[src/design/host_port_regs.vh]
// address map, field positions and reset values for the octal uart host port
`ifndef HOST_PORT_REGS_VH
`define HOST_PORT_REGS_VH
`define REG_IDX_MSB 3
`define CHAN_LSB 4
`define CHAN_MSB 6
`define GLOBAL_BIT 7
`define GLB_INT_SRC 4'h0
`define GLB_SCRATCH 4'h1
`define RESET_BYTE 8'h00
`endif

[src/design/host_bus_port.v]
// parallel host register port of an eight-channel uart, both bus styles
`timescale 1ns/1ps
`include "host_port_regs.vh"
module host_bus_port #(
    parameter CHANNELS = 8,
    parameter REGS = 16
) (
    // clock and reset
    input wire I_CLOCK,
    input wire I_NRST,
    // host bus
    input wire [7:0] I_HOST_ADDRESS,
    input wire [7:0] I_HOST_DATA_BUS,
    input wire I_READ_STROBE_N,
    input wire I_WRITE_STROBE_N,
    input wire I_CHIP_SELECT_N,
    input wire I_STYLE_SEPARATE,
    // channel interrupt requests
    input wire [CHANNELS-1:0] I_CHAN_IRQ,
    // host bus outputs
    output reg [7:0] O_HOST_DATA_BUS,
    output reg O_HOST_DATA_OE,
    output reg O_INT_N_OUT,
    output reg O_INT_N_OE
);
    // address field widths; the flat index below assumes sixteen registers per channel
    localparam IDX_W = `REG_IDX_MSB + 1;
    localparam CHAN_W = `CHAN_MSB - `CHAN_LSB + 1;
    localparam FLAT_W = IDX_W + CHAN_W;
    localparam DEPTH = CHANNELS * REGS;

    // per-channel register array; serial engines are outside this block
    reg [7:0] chan_reg [0:DEPTH-1];
    reg [7:0] glb_scratch;
    reg [CHANNELS-1:0] irq_src;
    // edge memory of the decoded strobes
    reg rd_prev;
    reg wr_prev;
    // write address taken at strobe fall, data sampled until strobe rise, both held for the commit
    reg [7:0] wr_addr;
    reg [7:0] wr_data;
    // combinational read path
    reg [7:0] next_rd_data;
    reg [7:0] next_irq_byte;
    // decoded strobes per bus style
    wire sep_rd;
    wire sep_wr;
    wire comb_rd;
    wire comb_wr;
    wire rd_active;
    wire wr_active;
    wire rd_start;
    wire wr_start;
    wire wr_commit;
    // live address fields used by reads
    wire [IDX_W-1:0] rd_reg_idx;
    wire [CHAN_W-1:0] rd_chan;
    wire rd_global;
    wire [FLAT_W-1:0] chan_index;
    // held address fields used by writes
    wire [IDX_W-1:0] wr_reg_idx;
    wire [CHAN_W-1:0] wr_chan;
    wire wr_global;
    wire [FLAT_W-1:0] wr_index;
    wire wr_to_scratch;
    wire irq_any;
    integer k;
    integer b;

    // separate-strobe style: chip select enables, each direction has its own strobe
    assign sep_rd = !I_CHIP_SELECT_N && !I_READ_STROBE_N;
    assign sep_wr = !I_CHIP_SELECT_N && !I_WRITE_STROBE_N;

    // combined style: chip select is the only strobe, write input gives the direction
    assign comb_rd = !I_CHIP_SELECT_N && I_WRITE_STROBE_N;
    assign comb_wr = !I_CHIP_SELECT_N && !I_WRITE_STROBE_N;

    // the read strobe pin is ignored in combined style, so a weak tie cannot fake a read
    assign rd_active = I_STYLE_SEPARATE ? sep_rd : comb_rd;
    assign wr_active = I_STYLE_SEPARATE ? sep_wr : comb_wr;

    // one-cycle markers: first active edge starts a cycle, first idle edge ends a write
    assign rd_start = rd_active && !rd_prev;
    assign wr_start = wr_active && !wr_prev;
    assign wr_commit = !wr_active && wr_prev;

    // live address split into register, channel and global select
    assign rd_reg_idx = I_HOST_ADDRESS[`REG_IDX_MSB:0];
    assign rd_chan = I_HOST_ADDRESS[`CHAN_MSB:`CHAN_LSB];
    assign rd_global = I_HOST_ADDRESS[`GLOBAL_BIT];
    assign chan_index = {rd_chan, rd_reg_idx};

    // the same split of the address captured when the write strobe fell
    assign wr_reg_idx = wr_addr[`REG_IDX_MSB:0];
    assign wr_chan = wr_addr[`CHAN_MSB:`CHAN_LSB];
    assign wr_global = wr_addr[`GLOBAL_BIT];
    assign wr_index = {wr_chan, wr_reg_idx};

    // only the scratch byte takes writes among the globals; the source register is read only
    assign wr_to_scratch = wr_global && (wr_reg_idx == `GLB_SCRATCH);

    // any channel request pulls the shared line; other devices may pull it as well
    assign irq_any = |I_CHAN_IRQ;

    // request bits packed into a byte; channels past the eighth do not fit and are not shown
    always @* begin
        next_irq_byte = `RESET_BYTE;
        for (b = 0; b < 8; b = b + 1) begin
            if (b < CHANNELS) begin
                next_irq_byte[b] = irq_src[b];
            end
        end
    end

    // read mux: globals on top bit, channel register otherwise
    always @* begin
        next_rd_data = `RESET_BYTE;
        if (rd_global) begin
            if (rd_reg_idx == `GLB_INT_SRC) begin
                next_rd_data = next_irq_byte;
            end else if (rd_reg_idx == `GLB_SCRATCH) begin
                next_rd_data = glb_scratch;
            end
        end else begin
            next_rd_data = chan_reg[chan_index];
        end
    end

    // read side: byte latched at strobe fall and held until it ends.
    // latching once keeps the byte steady even if a source changes mid-cycle.
    always @(posedge I_CLOCK or negedge I_NRST) begin
        if (!I_NRST) begin
            rd_prev <= 1'b0;
            O_HOST_DATA_BUS <= `RESET_BYTE;
        end else begin
            rd_prev <= rd_active;
            if (rd_start) begin
                O_HOST_DATA_BUS <= next_rd_data;
            end
        end
    end

    // bus drive enable follows the decoded read with one cycle of lag;
    // the host should leave one idle cycle before driving after a read
    always @(posedge I_CLOCK or negedge I_NRST) begin
        if (!I_NRST) begin
            O_HOST_DATA_OE <= 1'b0;
        end else begin
            O_HOST_DATA_OE <= rd_active;
        end
    end

    // write capture: address at strobe fall, data every active cycle so the last value wins
    always @(posedge I_CLOCK or negedge I_NRST) begin
        if (!I_NRST) begin
            wr_prev <= 1'b0;
            wr_addr <= `RESET_BYTE;
            wr_data <= `RESET_BYTE;
        end else begin
            wr_prev <= wr_active;
            if (wr_start) begin
                wr_addr <= I_HOST_ADDRESS;
            end
            if (wr_active) begin
                wr_data <= I_HOST_DATA_BUS;
            end
        end
    end

    // global scratch byte, written on the trailing edge of the write strobe
    always @(posedge I_CLOCK or negedge I_NRST) begin
        if (!I_NRST) begin
            glb_scratch <= `RESET_BYTE;
        end else begin
            if (wr_commit && wr_to_scratch) begin
                glb_scratch <= wr_data;
            end
        end
    end

    // channel registers, written on the trailing edge of the write strobe;
    // the async clear of the whole array costs area but gives a known read after reset
    always @(posedge I_CLOCK or negedge I_NRST) begin
        if (!I_NRST) begin
            for (k = 0; k < DEPTH; k = k + 1) begin
                chan_reg[k] <= `RESET_BYTE;
            end
        end else begin
            if (wr_commit && !wr_global) begin
                chan_reg[wr_index] <= wr_data;
            end
        end
    end

    // interrupt source: live request levels sampled each cycle, so no clear can race
    always @(posedge I_CLOCK or negedge I_NRST) begin
        if (!I_NRST) begin
            irq_src <= {CHANNELS{1'b0}};
        end else begin
            irq_src <= I_CHAN_IRQ;
        end
    end

    // open-drain pin: data held low, only the enable moves, so the pin never drives high
    always @(posedge I_CLOCK or negedge I_NRST) begin
        if (!I_NRST) begin
            O_INT_N_OUT <= 1'b0;
            O_INT_N_OE <= 1'b0;
        end else begin
            O_INT_N_OUT <= 1'b0;
            O_INT_N_OE <= irq_any;
        end
    end
endmodule

[config.mk]
export PLATFORM = sky130hd
export DESIGN_NAME = host_bus_port
export DESIGN_NICKNAME = d
export VERILOG_FILES = /design/src/design/host_bus_port.v
export VERILOG_INCLUDE_DIRS = /design/src /design/src/design
export SDC_FILE = /design/constraint.sdc
export NUM_CORES = 2
export LEC_CHECK = 0
export BUFFER_PORTS_ARGS = -buffer_cell sky130_fd_sc_hd__buf_2
export CORE_MARGIN = 3
export CORE_UTILIZATION = 25
export DETAILED_ROUTE_END_ITERATION = 12
export PLACE_DENSITY_LB_ADDON = 0.1
export SYNTH_ARGS = -nofsm -noshare
export SYNTH_HDL_FRONTEND = slang
export SYNTH_SLANG_ARGS = --single-unit
[constraint.sdc]
create_clock -name I_CLOCK -period 2.8 [get_ports I_CLOCK]
set_input_delay 0.42 -clock I_CLOCK [delete_from_list [all_inputs] [get_ports I_CLOCK]]
set_output_delay 0.42 -clock I_CLOCK [all_outputs]
set_load 0.02 [all_outputs]
==> flow_metrics.env <==
export IMPL_final_cell_mix="1,059 x dfrtp_1, 1,040 x mux2_2, 286 x buf_4, 186 x mux4_2, 180 x mux2i_1"
export IMPL_syn_area_mm2=0.0489
export IMPL_io_pins=41
export IMPL_critPathKind="primary input to register"
export IMPL_final_layout_size_suffix_gt1_frac=0.521
export IMPL_pwr_share_comb=0.112
export IMPL_gp_congestion=0.774
export IMPL_vdd_ir_drop_max_uv=452
export IMPL_worst_ep_arrival_time_ns=3.19
export IMPL_final_design_area_no_fill_mm2=0.0595
export IMPL_cp_slowest_stage_delay_ns=0.66
export IMPL_pwr_share_seq=0.441
export IMPL_synth_flop_cell="dfrtp_1"
export IMPL_placed_cell_area_mm2=0.0549
export IMPL_finalCriticalPeriod_ns=2.55
export IMPL_synth_seq_cells=1067
export IMPL_final_cell_count_no_fill=6287
export IMPL_antenna_found_initial=10
export IMPL_io_buffers=39
export IMPL_place_hpwl_mm=113
export IMPL_dp_cells=6027
export IMPL_clockRootBuffer="clkbuf_16"
export IMPL_crit_path_end_kind="register"
export IMPL_fin_skew_ns=0.0246
export IMPL_grt_pass1_vias=32300
export IMPL_fin_ws_ns=0.252
export IMPL_synth_top_cells_by_area="dfrtp_1 55%, mux2_2 24%, mux4_2 8.6%, mux2i_1 3.7%, a22oi_1 1.3%"
export IMPL_seq_area_frac_synth=0.546
export IMPL_grt_max_degree=109
export IMPL_die_y_um=448
export IMPL_sw_frac_of_total=0.269
export IMPL_final_common_cell="dfrtp_1"
export IMPL_path_buf_inv=3
export IMPL_floorplan_initialDensity=0.253
export IMPL_core_area_mm2=0.194
export IMPL_cts_buffer_depth=3
export IMPL_grt_overflow=0
export IMPL_grtUsageTotal=0.168
export IMPL_cts_resized=0
export IMPL_wl_per_cell_um=26.5
export IMPL_p_sw_uw=10500
export IMPL_synth_avg_cell_area_um2=15.0
export IMPL_antenna_left=0
export IMPL_slew_violations=0
export IMPL_clk_latency_ns=0.77
export IMPL_via_per_inst=4.68
export IMPL_drt_iter0_drc=1490
export IMPL_largest_reg_flops=1024
export IMPL_fmaxAchievable_mhz=393
export IMPL_rsz0062_at_grt="no"
export IMPL_relSlewSlack=0.243
export IMPL_finalCritPeriodShare=0.910
export IMPL_utilization=0.307
export IMPL_p_leak_uw=0.0280
export IMPL_path_delay_family="buffers and inverters"
export IMPL_vias=29400
export IMPL_cts_buffers=134
export IMPL_critPathSlowestCell="dlygate4sd3_1"
export IMPL_syn_nets=3295
export IMPL_die_area_mm2=0.201
export IMPL_nets=3604
export IMPL_wl_mm=167
export IMPL_cts_tree="built"
export IMPL_grt_pass1_wl_mm=244
export IMPL_setup_viol=0
export IMPL_status="finished, final reports clean"
export IMPL_first_pass_iters=5
export IMPL_p_clk_frac=0.447
export IMPL_synth_top_area_frac=0.546
export IMPL_drc=0
export IMPL_cp_start_kind="primary input"
export IMPL_yosysWarnings=0
export IMPL_worstMarginPinSlew_ns=1.14
export IMPL_synth_top_area_cell="dfrtp_1"
export IMPL_power_density_mw_per_mm2=656
export IMPL_async_reset_ff_frac=1.00
export IMPL_yosysUniqueCellTypes=49
export IMPL_pre_cts_ws_ns=-0.371
export IMPL_cp_max_fo=8
export IMPL_clk_pin_slew_ns=0.06
export IMPL_syn_inst=3265
export IMPL_p_int_uw=28500
export IMPL_cp_cell_sequence="dlygate4sd3_1 > buf_2 > o21ai_2 > nor3_1 > and3_2 > buf_4 > nand2_1 > mux2_2"
export IMPL_fp_dieW_um=448
export IMPL_fin_hold_ws_ns=0.0649
export IMPL_cts_max_level=4
export IMPL_maxCapViolations=0
export IMPL_cts_sink_count=1067
export IMPL_synth_edf_count=0
export IMPL_hold_violations=0
export IMPL_rows=161
export IMPL_cp_required_ns=3.44
export IMPL_area_delta_synth_final_pct=21.6
export IMPL_hold_path_class="primary input to register"
metrics by stage:
stage	setup TNS, ns	total power (uW)
finish	0	39000
global route	0	40800
CTS	0	39800
detailed placement	-1.60	21900
global placement	-1.69	21900
floorplan	0	19500
power by group through the flow:
stage / sequential, uW / combinational [uW] / clock, uW
6_report: 17200 / 4370 / 17400
5_1_grt: 17300 / 4730 / 18700
4_1_cts: 17200 / 4490 / 18100
3_5_place_dp: 17500 / 4460 / 0
3_3_place_gp: 17500 / 4440 / 0
2_1_floorplan: 17000 / 2480 / 0
cells in the mapped netlist (2+ instances only):
library cell  number
dfrtp_1         1067
mux2_2          1040
mux4_2           186
mux2i_1          180
clkbuf_1         157
nand2_1          156
a22oi_1           84
buf_2             44
nor2_2            32
nand4_1           31
o211ai_1          31
a21oi_1           29
nor2_1            24
nor2_4            24
buf_6             21
nand3_1           16
buf_4             13
nor2b_1           12
nand2b_1          11
o21ai_0           11
nor3_1            10
a211oi_1           9
mux2_1             8
o221ai_1           8
o22ai_1            8
a31oi_1            7
and2_1             6
o2111ai_1          5
nand3b_1           4
buf_1              3
o22a_1             3
or2_2              3
a22o_1             2
clkbuf_2           2
nor3_2             2
nor4_1             2
o21a_1             2
cell families (layout without fill, tap and decap cells):
kind of cell,after synthesis,count (layout),synth area share
muxes,1414,1414,0.364
other,1,3,0.0000767
DFF,1067,1067,0.546
AOI/OAI and AO/OA,201,201,0.0291
and+or+nand+nor,341,341,0.0370
buffers and inverters,241,653,0.0241
final timing paths:
check                                           from  slack, ns                         to  cells after the start
max in group asynchronous                     I_NRST       1.58   chan_reg[52]$_DFFE_PN0P_                      3
max                                  I_CHIP_SELECT_N       0.25  chan_reg[720]$_DFFE_PN0P_                      8
min                                I_HOST_ADDRESS[6]       0.06     wr_addr[6]$_DFFE_PN0P_                      2
min in group asynchronous                     I_NRST       0.18  chan_reg[471]$_DFFE_PN0P_                      2
max reg2reg                   wr_addr[5]$_DFFE_PN0P_       0.26  chan_reg[522]$_DFFE_PN0P_                      4
min reg2reg                chan_reg[269]$_DFFE_PN0P_       0.48  chan_reg[269]$_DFFE_PN0P_                      1
cell type report:
type	instances	area (um2)
Clock buffer	202	3970
Timing Repair Buffer	414	3980
Tap cell	2608	3260
Fill cell	19400	134000
Antenna cell	2	5.00
Clock inverter	37	430
Sequential cell	1067	26700
Multi-Input combinational cell	1957	21100
layer usage:
| metal | track usage | part of all wire |
|---|---|---|
| met1 | 0.223 | 0.45 |
| met2 | 0.275 | 0.47 |
| met3 | 0.0284 | 0.034 |
| met4 | 0.0630 | 0.039 |
| met5 | 0 | 0.00018 |
repair_timing:
action / in CTS / in global routing
hold buffers: 19 / 0
endpoints found under the hold margin: 239 / 0
setup buffers: 0 / 0
Power figures use the tool's default switching activity.
